### src/erf_cfg.svh
// Register map, field positions, reset values and fixed counts of the receive packet filter.
`ifndef ERF_CFG_SVH
`define ERF_CFG_SVH

// Register byte addresses.
`define ERF_ADDR_HASH_LOW     8'h00
`define ERF_ADDR_HASH_UPPER   8'h04
`define ERF_ADDR_MASK_LOW     8'h08
`define ERF_ADDR_MASK_HIGH    8'h0c
`define ERF_ADDR_CHECKSUM     8'h10
`define ERF_ADDR_OFFSET       8'h14
`define ERF_ADDR_FILTER_CFG   8'h18
`define ERF_ADDR_CONTROL      8'h1c
`define ERF_ADDR_STATION_LOW  8'h20
`define ERF_ADDR_STATION_HIGH 8'h24
`define ERF_ADDR_STATUS       8'h28

// Reset values.
`define ERF_RST_WORD          32'h0000_0000
`define ERF_RST_HALF          16'h0000

// Filter configuration and control register fields.
`define ERF_CFG_WRITE_MASK    32'h0000_dfff
`define ERF_BIT_HASH_EN       15
`define ERF_BIT_MAGIC_EN      14
`define ERF_BIT_INVERT        12
`define ERF_MODE_HI           11
`define ERF_MODE_LO           8
`define ERF_BIT_BAD_CRC       7
`define ERF_BIT_GOOD_CRC      6
`define ERF_BIT_SHORT_COLL    5
`define ERF_BIT_SHORT_REJ     4
`define ERF_BIT_UNICAST       3
`define ERF_BIT_OTHER_UNI     2
`define ERF_BIT_MULTICAST     1
`define ERF_BIT_BROADCAST     0
`define ERF_BIT_RX_ENABLE     0

// Pattern modes.
`define ERF_MODE_OFF          4'h0
`define ERF_MODE_CSUM         4'h1
`define ERF_MODE_STA_A        4'h2
`define ERF_MODE_STA_B        4'h3
`define ERF_MODE_UNI_A        4'h4
`define ERF_MODE_UNI_B        4'h5
`define ERF_MODE_BC_A         4'h6
`define ERF_MODE_BC_B         4'h7
`define ERF_MODE_HASH         4'h8
`define ERF_MODE_MAGIC        4'h9

// Frame constants.
`define ERF_SHORT_BYTES       16'h0040
`define ERF_DEST_BYTES        16'h0006
`define ERF_PM_WINDOW         16'h0040
`define ERF_CRC_INIT          32'hffff_ffff
`define ERF_CRC_POLY          32'hedb8_8320
`define ERF_BCAST_ADDR        48'hffff_ffff_ffff
`define ERF_SYNC_BYTE         8'hff
`define ERF_SYNC_COUNT        3'h6
`define ERF_ADDR_LAST_BYTE    3'h5
`define ERF_MAGIC_LAST        7'h5f

`endif

### src/erf_pkg.sv
// Types shared by the receive packet filter.
`default_nettype none
package erf_pkg;
  typedef logic [7:0] erf_byte_type;
  typedef logic [7:0] erf_addr_type;
  typedef enum logic {ERF_IDLE, ERF_FRAME} erf_state_type;
endpackage
`default_nettype wire

### src/erf_rx_filter.sv
// Receive packet acceptance filter with its register file.
`include "erf_cfg.svh"
`default_nettype none

module erf_rx_filter (
  // Clock and reset.
  input  wire logic                 i_clock,
  input  wire logic                 i_rst_n,
  // Register port.
  input  wire erf_pkg::erf_addr_type i_addr,
  input  wire logic [31:0]          i_wdata,
  input  wire logic                 i_wr,
  input  wire logic                 i_rd,
  output var  logic [31:0]          o_rdata,
  // Received byte stream.
  input  wire logic                 i_rx_valid,
  input  wire erf_pkg::erf_byte_type i_rx_data,
  input  wire logic                 i_rx_sof,
  input  wire logic                 i_rx_eof,
  input  wire logic                 i_rx_crc_ok,
  // Result.
  output var  logic                 o_frame_done,
  output var  logic                 o_frame_accept,
  output var  logic                 o_rx_enable
);
  import erf_pkg::*;
  ////////////////////////////////////////////////////////////////////////////////
  // Registers that software owns.

  logic [31:0]   hash_low_reg;
  logic [31:0]   hash_upper_reg;
  logic [31:0]   mask_low_reg;
  logic [31:0]   mask_high_reg;
  logic [15:0]   checksum_reg;
  logic [15:0]   offset_reg;
  logic [31:0]   cfg_reg;
  logic          rx_enable_reg;
  logic [31:0]   station_low_reg;
  logic [15:0]   station_high_reg;
  logic [31:0]   rdata_reg;
  // Filter state.
  erf_state_type state_reg;
  erf_state_type state_next;
  logic [15:0]   count_reg;
  logic [15:0]   count_next;
  logic [47:0]   dest_reg;
  logic [47:0]   dest_next;
  logic [31:0]   dcrc_reg;
  logic [31:0]   dcrc_next;
  logic [15:0]   csum_reg;
  logic [15:0]   csum_next;
  logic [2:0]    sync_reg;
  logic [2:0]    sync_next;
  logic [6:0]    magic_cnt_reg;
  logic [6:0]    magic_cnt_next;
  logic [2:0]    magic_sel_reg;
  logic [2:0]    magic_sel_next;
  logic          magic_reg;
  logic          magic_next;
  logic          done_reg;
  logic          accept_reg;
  logic [3:0]    hits_reg;
  logic [15:0]   accepted_reg;
  // Views of the register contents.
  logic [63:0]   hash_table_bits;
  logic [63:0]   pattern_mask_bits;
  logic [47:0]   station_addr;
  logic [3:0]    pattern_mode_select;
  logic          invert_checksum_match;
  assign hash_table_bits     = {hash_upper_reg, hash_low_reg};
  assign pattern_mask_bits   = {mask_high_reg, mask_low_reg};
  assign station_addr        = {station_high_reg, station_low_reg};
  assign pattern_mode_select = cfg_reg[`ERF_MODE_HI:`ERF_MODE_LO];
  assign invert_checksum_match = cfg_reg[`ERF_BIT_INVERT];
  ////////////////////////////////////////////////////////////////////////////////
  // One byte step of the reflected Ethernet CRC.

  function automatic logic [31:0] erf_crc_byte(input logic [31:0] c, input logic [7:0] d);
    logic [31:0] r;
    r = c;
    for (int k = 0; k < 8; k++) begin
      r = (r[0] ^ d[k]) ? ((r >> 1) ^ `ERF_CRC_POLY) : (r >> 1);
    end
    return r;
  endfunction
  ////////////////////////////////////////////////////////////////////////////////
  // Register writes; software is trusted to write only while receive is quiet.

  // Hash table words.
  always_ff @(posedge i_clock or negedge i_rst_n) begin
    if (!i_rst_n) begin
      hash_low_reg   <= `ERF_RST_WORD;
      hash_upper_reg <= `ERF_RST_WORD;
    end else if (i_wr) begin
      if (i_addr == `ERF_ADDR_HASH_LOW) hash_low_reg <= i_wdata;
      if (i_addr == `ERF_ADDR_HASH_UPPER) hash_upper_reg <= i_wdata;
    end
  end

  // Pattern mask, checksum and offset.
  always_ff @(posedge i_clock or negedge i_rst_n) begin
    if (!i_rst_n) begin
      mask_low_reg  <= `ERF_RST_WORD;
      mask_high_reg <= `ERF_RST_WORD;
      checksum_reg  <= `ERF_RST_HALF;
      offset_reg    <= `ERF_RST_HALF;
    end else if (i_wr) begin
      if (i_addr == `ERF_ADDR_MASK_LOW) mask_low_reg <= i_wdata;
      if (i_addr == `ERF_ADDR_MASK_HIGH) mask_high_reg <= i_wdata;
      if (i_addr == `ERF_ADDR_CHECKSUM) checksum_reg <= i_wdata[15:0];
      if (i_addr == `ERF_ADDR_OFFSET) offset_reg <= i_wdata[15:0];
    end
  end

  // Filter configuration, receive enable and station address.
  always_ff @(posedge i_clock or negedge i_rst_n) begin
    if (!i_rst_n) begin
      cfg_reg          <= `ERF_RST_WORD;
      rx_enable_reg    <= 1'b0;
      station_low_reg  <= `ERF_RST_WORD;
      station_high_reg <= `ERF_RST_HALF;
    end else if (i_wr) begin
      if (i_addr == `ERF_ADDR_FILTER_CFG) cfg_reg <= i_wdata & `ERF_CFG_WRITE_MASK;
      if (i_addr == `ERF_ADDR_CONTROL) rx_enable_reg <= i_wdata[`ERF_BIT_RX_ENABLE];
      if (i_addr == `ERF_ADDR_STATION_LOW) station_low_reg <= i_wdata;
      if (i_addr == `ERF_ADDR_STATION_HIGH) station_high_reg <= i_wdata[15:0];
    end
  end

  ////////////////////////////////////////////////////////////////////////////////
  // Register reads; data stand in the cycle after the strobe, unmapped reads zero.

  always_ff @(posedge i_clock or negedge i_rst_n) begin
    if (!i_rst_n) begin
      rdata_reg <= `ERF_RST_WORD;
    end else if (i_rd) begin
      unique case (i_addr)
        `ERF_ADDR_HASH_LOW:     rdata_reg <= hash_low_reg;
        `ERF_ADDR_HASH_UPPER:   rdata_reg <= hash_upper_reg;
        `ERF_ADDR_MASK_LOW:     rdata_reg <= mask_low_reg;
        `ERF_ADDR_MASK_HIGH:    rdata_reg <= mask_high_reg;
        `ERF_ADDR_CHECKSUM:     rdata_reg <= {`ERF_RST_HALF, checksum_reg};
        `ERF_ADDR_OFFSET:       rdata_reg <= {`ERF_RST_HALF, offset_reg};
        `ERF_ADDR_FILTER_CFG:   rdata_reg <= cfg_reg;
        `ERF_ADDR_CONTROL:      rdata_reg <= {31'h0000_0000, rx_enable_reg};
        `ERF_ADDR_STATION_LOW:  rdata_reg <= station_low_reg;
        `ERF_ADDR_STATION_HIGH: rdata_reg <= {`ERF_RST_HALF, station_high_reg};
        `ERF_ADDR_STATUS:       rdata_reg <= {accepted_reg, 12'h000, hits_reg};
        default:                rdata_reg <= `ERF_RST_WORD;
      endcase
    end else begin
      rdata_reg <= `ERF_RST_WORD;
    end
  end

  ////////////////////////////////////////////////////////////////////////////////
  // Byte walk through a frame.

  logic          take;
  logic [15:0]   cur_idx;
  logic [15:0]   rel_idx;
  logic          in_window;
  logic [15:0]   add_word;
  logic [16:0]   sum_wide;
  logic [15:0]   csum_base;
  logic [7:0]    station_byte;
  // A frame is only taken if receive was enabled when its first byte came.
  assign take    = i_rx_valid & (i_rx_sof ? rx_enable_reg : (state_reg == ERF_FRAME));
  assign cur_idx = i_rx_sof ? 16'h0000 : count_reg;

  // Bytes of the pattern window are paired big-endian for the 16-bit sum.
  assign rel_idx   = cur_idx - offset_reg;
  assign in_window = (cur_idx >= offset_reg) && (rel_idx < `ERF_PM_WINDOW);
  assign add_word  = rel_idx[0] ? {8'h00, i_rx_data} : {i_rx_data, 8'h00};
  assign csum_base = i_rx_sof ? 16'h0000 : csum_reg;
  assign sum_wide  = {1'b0, csum_base} + {1'b0, add_word};
  assign station_byte = station_addr[{magic_sel_reg, 3'b000} +: 8];

  // Next state of the frame walk, the address capture and the checksum.
  always_comb begin
    state_next = state_reg;
    count_next = count_reg;
    dest_next  = dest_reg;
    dcrc_next  = dcrc_reg;
    csum_next  = csum_reg;
    if (take) begin
      state_next = i_rx_eof ? ERF_IDLE : ERF_FRAME;
      count_next = (cur_idx == 16'hffff) ? cur_idx : cur_idx + 16'h0001;
      csum_next  = csum_base;
      if (i_rx_sof) begin
        dcrc_next = `ERF_CRC_INIT;
      end
      if (cur_idx < `ERF_DEST_BYTES) begin
        dest_next[{cur_idx[2:0], 3'b000} +: 8] = i_rx_data;
        dcrc_next = erf_crc_byte(i_rx_sof ? `ERF_CRC_INIT : dcrc_reg, i_rx_data);
      end
      if (in_window && pattern_mask_bits[rel_idx[5:0]]) begin
        csum_next = sum_wide[15:0] + {15'h0000, sum_wide[16]};
      end
    end
  end

  // Magic frame search: six sync bytes then sixteen copies of the station address.
  always_comb begin
    sync_next      = sync_reg;
    magic_cnt_next = magic_cnt_reg;
    magic_sel_next = magic_sel_reg;
    magic_next     = magic_reg;
    if (take) begin
      if (i_rx_sof) begin
        sync_next      = (i_rx_data == `ERF_SYNC_BYTE) ? 3'h1 : 3'h0;
        magic_cnt_next = 7'h00;
        magic_sel_next = 3'h0;
        magic_next     = 1'b0;
      end else if (!magic_reg) begin
        if (sync_reg == `ERF_SYNC_COUNT) begin
          if (i_rx_data == station_byte) begin
            magic_cnt_next = magic_cnt_reg + 7'h01;
            magic_sel_next = (magic_sel_reg == `ERF_ADDR_LAST_BYTE) ? 3'h0
                                                                    : magic_sel_reg + 3'h1;
            magic_next     = (magic_cnt_reg == `ERF_MAGIC_LAST);
          end else begin
            sync_next      = (i_rx_data == `ERF_SYNC_BYTE) ? `ERF_SYNC_COUNT : 3'h0;
            magic_cnt_next = 7'h00;
            magic_sel_next = 3'h0;
          end
        end else begin
          sync_next = (i_rx_data == `ERF_SYNC_BYTE) ? sync_reg + 3'h1 : 3'h0;
        end
      end
    end
  end

  // Frame walk registers.
  always_ff @(posedge i_clock or negedge i_rst_n) begin
    if (!i_rst_n) begin
      state_reg     <= ERF_IDLE;
      count_reg     <= `ERF_RST_HALF;
      dest_reg      <= 48'h0000_0000_0000;
      dcrc_reg      <= `ERF_CRC_INIT;
      csum_reg      <= `ERF_RST_HALF;
      sync_reg      <= 3'h0;
      magic_cnt_reg <= 7'h00;
      magic_sel_reg <= 3'h0;
      magic_reg     <= 1'b0;
    end else begin
      state_reg     <= state_next;
      count_reg     <= count_next;
      dest_reg      <= dest_next;
      dcrc_reg      <= dcrc_next;
      csum_reg      <= csum_next;
      sync_reg      <= sync_next;
      magic_cnt_reg <= magic_cnt_next;
      magic_sel_reg <= magic_sel_next;
      magic_reg     <= magic_next;
    end
  end

  ////////////////////////////////////////////////////////////////////////////////
  // Decision on the last byte, using the values that include that byte.

  logic [31:0]   dcrc_final;
  logic          hash_hit;
  logic          is_bcast;
  logic          is_mcast;
  logic          is_ucast;
  logic          is_me;
  logic          csum_term;
  logic          pattern_hit;
  logic          is_short;
  logic          require_ok;
  logic          any_accept;
  logic          decision;
  assign dcrc_final = ~dcrc_next;
  assign hash_hit   = hash_table_bits[dcrc_final[31:26]];
  assign is_bcast   = (dest_next == `ERF_BCAST_ADDR);
  assign is_mcast   = dest_next[0] & ~is_bcast;
  assign is_ucast   = ~dest_next[0];
  assign is_me      = (dest_next == station_addr);
  assign is_short   = (count_next < `ERF_SHORT_BYTES);
  assign csum_term  = invert_checksum_match ^ (csum_next == checksum_reg);

  // Pattern mode decode; codes above nine behave as disabled.
  always_comb begin
    unique case (pattern_mode_select)
      `ERF_MODE_OFF:                 pattern_hit = 1'b0;
      `ERF_MODE_CSUM:                pattern_hit = csum_term;
      `ERF_MODE_STA_A, `ERF_MODE_STA_B: pattern_hit = csum_term & is_me;
      `ERF_MODE_UNI_A, `ERF_MODE_UNI_B: pattern_hit = csum_term & is_ucast;
      `ERF_MODE_BC_A, `ERF_MODE_BC_B:   pattern_hit = csum_term & is_bcast;
      `ERF_MODE_HASH:                pattern_hit = csum_term & hash_hit;
      `ERF_MODE_MAGIC:               pattern_hit = csum_term & magic_next;
      default:                       pattern_hit = 1'b0;
    endcase
  end

  // Qualifying filters must all pass.
  assign require_ok =
      (~cfg_reg[`ERF_BIT_BAD_CRC] | ~i_rx_crc_ok) &
      (~cfg_reg[`ERF_BIT_GOOD_CRC] | i_rx_crc_ok) &
      (~cfg_reg[`ERF_BIT_SHORT_COLL] |
       (is_short & (~cfg_reg[`ERF_BIT_GOOD_CRC] | i_rx_crc_ok))) &
      (~cfg_reg[`ERF_BIT_SHORT_REJ] | ~is_short);

  // Any one accepting filter admits the frame.
  assign any_accept =
      (cfg_reg[`ERF_BIT_UNICAST] & is_ucast & is_me) |
      (cfg_reg[`ERF_BIT_OTHER_UNI] & is_ucast & ~is_me) |
      (cfg_reg[`ERF_BIT_MULTICAST] & is_mcast) |
      (cfg_reg[`ERF_BIT_BROADCAST] & is_bcast) |
      (cfg_reg[`ERF_BIT_HASH_EN] & hash_hit) |
      (cfg_reg[`ERF_BIT_MAGIC_EN] & magic_next) |
      pattern_hit;

  assign decision = rx_enable_reg & require_ok & any_accept;

  // Result outputs and status; the accept level holds until the next frame ends.
  always_ff @(posedge i_clock or negedge i_rst_n) begin
    if (!i_rst_n) begin
      done_reg     <= 1'b0;
      accept_reg   <= 1'b0;
      hits_reg     <= 4'h0;
      accepted_reg <= `ERF_RST_HALF;
    end else begin
      done_reg <= take & i_rx_eof;
      if (take && i_rx_eof) begin
        accept_reg <= decision;
        hits_reg   <= {pattern_hit, magic_next, hash_hit, decision};
        if (decision) begin
          accepted_reg <= accepted_reg + 16'h0001;
        end
      end
    end
  end

  // Every output leaves straight from a flip-flop.
  assign o_rdata        = rdata_reg;
  assign o_frame_done   = done_reg;
  assign o_frame_accept = accept_reg;
  assign o_rx_enable    = rx_enable_reg;

endmodule

`default_nettype wire

### config.mk
export PLATFORM = sky130hd
export DESIGN_NAME = erf_rx_filter
export DESIGN_NICKNAME = d
export VERILOG_FILES = /design/src/erf_pkg.sv /design/src/erf_rx_filter.sv
export VERILOG_INCLUDE_DIRS = /design/src
export SDC_FILE = /design/constraint.sdc
export NUM_CORES = 1
export LEC_CHECK = 0
export ABC_AREA = 1
export CORE_MARGIN = 3
export CORE_UTILIZATION = 50
export DETAILED_ROUTE_END_ITERATION = 12
export DONT_BUFFER_PORTS = 1
export GPL_ROUTABILITY_DRIVEN = 0
export PLACE_DENSITY = 0.66
export SLEW_MARGIN = 20
export SYNTH_ARGS = -nofsm -noshare
export SYNTH_HDL_FRONTEND = slang
export SYNTH_SLANG_ARGS = --single-unit
### constraint.sdc
create_clock -name i_clock -period 6.9 [get_ports i_clock]
set_clock_uncertainty 0.15 [all_clocks]
set_input_delay 0.69 -clock i_clock [delete_from_list [all_inputs] [get_ports i_clock]]
set_output_delay 0.69 -clock i_clock [all_outputs]
set_load 0.01 [all_outputs]
# After elaboration in Yosys (flattened, before gate mapping)
# Index checks and enable logic that the tools add are counted.
# Widths: inputs -> output; s select.
word_totals:
  register_bits: 405
  elab_cells: 203
classes:
  shift: 3
  order_cmp: 6
  muxes: 51
  bitwise: 59
  n_eq_ne: 30
  n_addsub: 9
  n_reduce_logical: 21
op_table:
  columns: ["op", "count"]
  rows:
  - ["$mux 32", 12]
  - ["$pmux 32 s11", 1]
  - ["$mux 16", 7]
  - ["$not 13->14", 8]
  - ["$mux 48", 2]
  - ["$bwmux 48", 1]
  - ["$eq 48x48->1", 1]
  - ["$eq 48x48->1 const B", 1]
  - ["$shift 8x8->48 const A", 1]
  - ["$shiftx 48x7->8", 1]
  - ["$shiftx 8x8->48", 1]
  - ["$mux 3", 11]
  - ["$add 16x1->16 const B", 2]
  - ["$eq 8x5->1 const B", 4]
  - ["$lt 16x7->1 const B", 2]
  - ["$not 32->32", 1]
  - ["$mux 7", 4]
  - ["$eq 8x6->1 const B", 3]
  - ["$and 1x1->1", 22]
  - ["$reduce_and 2->1", 11]
  - ["$add 16x16->17", 1]
  - ["$add 16x1->16", 1]
  - ["$eq 16x16->1", 1]
  - ["$eq 16x16->1 const B", 1]
  - ["other kinds (30)", 79]

# Longest topological paths before layout
depth:
  ltp_word: 28
  depth_mapped: 44
  ltp_nobuf: 40

# Least setup slack after synthesis
# OpenSTA, ideal clock, no wires.
synth_path:
  path_kind: "input-to-reg"
  start: "in i_rx_sof"
  end: "reg accepted_reg[7]"
  slack_ns: 0.988
  n_path_buf: 5
  arrival_ns: 5.645
  stages: 41
  setup_ns: 0.117
  cell_sequence: "buf_4 nor2_2 inv_1 ha_1 buf_2 clkbuf_1 buf_1 nor2_1 ha_1 inv_1 fa_1 inv_1 nand2_1 nand3_1 nand3_1 nand2_1 a21oi_1 o21bai_1 [5 not listed] nand2_1 nand2_1 nand3b_1 nand3_1 nand2_1 nand2_1 nand2_1 nor2_1 nand2_1 nor2_1 nand2_1 nand2_1 nand3_2 nand2_4 nand2_4 buf_6 nand2_1 nand2_1"
synth_via:
  elab_chain_len: 25
  elab_cells_between_ends: 97
  cone_classes: "add/sub (5); order compare (4); eq/ne (4); shift (2); mux (29); bitwise (49); reduce/logical (4)"
synth_rtl:
  columns: ["element", "line_no", "rtl"]
  rows:
  - ["start: declaration", "erf_rx_filter.sv:18", "input wire logic i_rx_sof,"]
  - ["parallel branches: the longest is 24 deep, another holds $add 16x16->17", null, null]
  - ["$reduce_and 2->1 (no source line) (*)", null, null]
  - ["end signal: assignment", "erf_rx_filter.sv:323", "accepted_reg <= `ERF_RST_HALF;"]
  - ["end signal: assignment", "erf_rx_filter.sv:330", "accepted_reg <= accepted_reg + 16'h0001;"]
  - ["end: declaration", "erf_rx_filter.sv:63", "logic [15:0] accepted_reg;"]
# Mark *: on every way between the ends. The select of a mux whose other input is x is not followed.
# A chain may end at the register's enable or synchronous reset.

# Worst setup path in the final report
layout_path:
  start: "reg count_reg[0]"
  end: "reg accepted_reg[14]"
layout_via:
  elab_chain_len: 17
  elab_cells_between_ends: 66
  cone_classes: "add/sub (5); order compare (4); eq/ne (4); shift (2); mux (16); bitwise (32); reduce/logical (3)"
layout_rtl:
  columns: ["element", "line_no", "rtl"]
  rows:
  - ["start: declaration", "erf_rx_filter.sv:44", "logic [15:0] count_reg;"]
  - ["start signal: assignment", "erf_rx_filter.sv:238", "count_reg <= `ERF_RST_HALF;"]
  - ["start signal: assignment", "erf_rx_filter.sv:248", "count_reg <= count_next;"]
  - ["parallel branches: the longest is 15 deep, another holds $add 16x16->17", null, null]
  - ["$and 1x1->1 (*)", "erf_rx_filter.sv:315", "assign decision = rx_enable_reg & require_ok & any_accept;"]
  - ["$reduce_and 2->1 (no source line) (*)", null, null]
# Marked as above.

==> run_results.csv <==
group,metric,value,unit
critical_path,reg2reg_to,"accepted_reg[14]",
routing,first_pass_iters,8,
clocking,cts_tree,"yes",
pwr,power.share.switching,39.5,%
critical_path,cp_max_fo,18,
critical_path,reg2reg_slack,0.79,ns
flow_run,max_cap_violations,0,
critical_path,cp_slowest_cell,"nor4_1",
pwr,p_clk_share,30.8,%
critical_path,r2r_start,"count_reg[0]",
logic_synthesis,syn_area_per_cell,7.13,um^2
routing,vias,24300,
logic_synthesis,syn_inst,3477,
run_status,violations,"negative hold slack",
global_route,grt_pass1_vias,22800,
global_route,grtUsageMet1,43.1,%
routing,drc_errors,0,
global_route,antenna_found_initial,3,
global_route,grt_max_degree,405,
floorplanning,fp-row-count,80,
floorplanning,die_h,229,um
final_layout,area_delta_synth_final,8.66,%
place,hpwl,63.3,mm
floorplanning,start_util,51.3,%
global_route,top_usage_layer,"met2",
critical_path,cp_slowest_stage_delay,0.51,ns
clocking,cts.sinks,404,
timing,min_period_over_period,88.6,%
logic_synthesis,syn-cell-area,24800,um^2
final_layout,mostFrequentLayoutCells,"nand2_1, inv_1, dfrtp_1",
clocking,clkTransAtPathRegs,0.06,ns
timing,setup_tns,0,ns
final_layout,n_antenna_cell,0,
critical_path,r2r_cells,37,
floorplanning,dieArea,52300,um^2
final_layout,drive_gt1_share,5.69,%
critical_path,required,7.25,ns
timing,max_slew_margin,10.9,%
routing,routed_wl,88.0,mm
critical_path,critPathLaunchType,"flop",
pwr,p_comb_share,36.3,%
critical_path,endpoint,"accepted_reg[14]",
critical_path,crit_path_start,"count_reg[0]",
logic_synthesis,ys.flop_type,"dfrtp_1",
final_layout,largest_reg_flops,48,
critical_path,end_kind,"flop",
clocking,h-tree-depth,2,
final_layout,layout_commonest_cell,"nand2_1",
clocking,cts_inserted_buffers,46,
worst_hold_path,min_path_type,"in2async",
floorplanning,io_pins,91,
global_route,grt_pass1_wl,135,mm
timing,fin_hold_ws,-0.309,ns
logic_synthesis,yosys_warnings,0,
logic_synthesis,synth_cell_type_count,63,
routing,detail_route.wl_per_cell,21.5,um
timing,worst_slew_pin_slew,1.34,ns
clocking,cts_root_buf,"clkbuf_16",
timing,rsz0062_at_grt,"false",
timing,hold_viol,396,
floorplanning,dieWidth,229,um
place,portBuffers,0,
logic_synthesis,ys_seq_area_share,40.9,%
final_layout,final_nets,3510,
run_status,status,"finished with violations",
global_route,gr-total-overflow,0,
pwr,powerDensity,328,nW/um^2
logic_synthesis,synth-edff-count,0,
timing,fin_crit,6.11,ns
critical_path,critPathKind,"reg2reg",
logic_synthesis,async_reset_ff_share,100,%
timing,setup_viol,0,
pwr,pwr-share-seq,32.9,%
pwr,ir_worst_vdd,0.213,mV
floorplanning,core_area,48300,um^2
global_route,use_met3,6.90,%
critical_path,critPathMostFrequentCell,"nand2_1",
critical_path,worstPathArrival,6.46,ns
clocking,cts_buffer_depth,3,
routing,antenna_left,0,
timing,slew_viol_final,0,
pwr,internal_power,0.00535,W
logic_synthesis,ys_ff_latch,404,
pwr,cellLeakagePower,12.9,nW
clocking,clk_latency,0.62,ns
global_route,use_met2,52.1,%
routing,drt-initial-drc-count,2979,
routing,via_per_inst,5.92,
logic_synthesis,syn_nets,3576,
global_route,track_usage,33.2,%
timing,timing.fmax,164,MHz
pwr,p_sw,0.00350,W
## cells by family (layout without fill, tap and decap cells)
kind of cell    after synthesis  after routing  share of synthesized area [%]
compound gates              604            604                           13.8
xor+xnor                    127            127                           4.61
fa+ha+maj                    43             43                           2.23
buf+inv                     567            537                           8.90
flops                       404            404                           40.9
mux                           1              1                         0.0404
simple gates               1731           1731                           29.5
## worst max-delay path, delay by kind of cell, from the launching register on
family | cells | cell delay (ns)
buf+inv | 4 | 0.39
flops | 1 | 0.38
compound gates | 2 | 0.19
simple gates | 26 | 3.38
fa+ha+maj | 5 | 1.49
## power groups by stage
stage / sequential, W / clock, W / combinational, W
finish: 0.00291 / 0.00273 / 0.00321
global route: 0.00294 / 0.00285 / 0.00354
CTS: 0.00291 / 0.00275 / 0.00313
detailed placement: 0.00295 / 0 / 0.00311
global placement: 0.00294 / 0 / 0.00306
floorplan: 0.00288 / 0 / 0.00234
## synthesized netlist by cell type (3+ instances only)
library cell	number	area, um^2
buf_6	4	45.0
buf_1	6	22.5
nand2_1	1059	3980
o22ai_1	55	344
xor2_1	99	867
nor2_2	5	31.3
clkinv_1	4	15.0
buf_2	21	105
nor2_1	253	950
nor3_1	29	145
nand3_2	3	30.0
ha_1	41	513
xnor2_1	24	210
xor2_2	4	65.1
nand3_1	258	1290
a41oi_1	3	26.3
o211ai_1	16	120
nand4_1	53	332
a221oi_1	29	254
a21oi_1	83	415
o21ai_2	6	52.6
dfstp_2	32	841
nor4_1	11	68.8
o21ai_0	334	1670
buf_4	6	45.0
inv_2	7	26.3
o21ai_1	17	85.1
inv_1	417	1570
o21bai_1	4	30.0
nand2_2	11	68.8
o221ai_1	10	87.6
a31oi_1	30	188
or2_2	3	18.8
clkbuf_1	102	383
dfrtp_1	372	9310
nand3b_1	29	218
## what timing repair did
action | 4_1_cts | 5_1_grt
gates resized for setup | 0 | 0
setup buffers | 0 | 0
hold endpoints to repair | 404 | 396
## worst min-delay path by stage
stage | cells past startpoint | slack (ns) | startpoint | end
5_1_grt | 0 | -0.34 | i_rst_n | magic_cnt_reg[2]
3_5_place_dp | 0 | 0.27 | i_rst_n | o_frame_done
4_1_cts | 0 | -0.37 | i_rst_n | station_low_reg[5]
3_3_place_gp | 0 | 0.27 | i_rst_n | o_frame_done
2_1_floorplan | 0 | 0.24 | i_rst_n | accepted_reg[0]
6_report | 0 | -0.31 | i_rst_n | sync_reg[2]
## area by class of cell
class / count / area, um^2
fillers: 4631 / 21400
multi-input cells: 2506 / 12500
flip-flops and latches: 404 / 10100
inverters: 428 / 1610
clock buffers: 63 / 1340
well taps: 656 / 821
clock inverters: 21 / 354
repair buffers: 25 / 188
## routing by layer
layer / up-vias / routed length (um)
met5: - / 34
met2: 1316 / 39100
met1: 11500 / 34300
li1: 11200 / -
met3: 294 / 8880
met4: 4 / 5750
## per-stage QoR
stage	area, um^2	instances	setup WS (ns)	total power, W	util (%)
2_1_floorplan	24800	3477	0.988	0.00521	-
3_3_place_gp	25200	4019	0.882	0.00600	52.2
6_report	27000	4103	0.789	0.00885	55.7
5_1_grt	27000	4103	0.146	0.00934	55.7
4_1_cts	26900	4103	0.928	0.00878	55.7
3_5_place_dp	25200	4019	0.652	0.00606	52.2
Power figures use the tool's default switching activity.
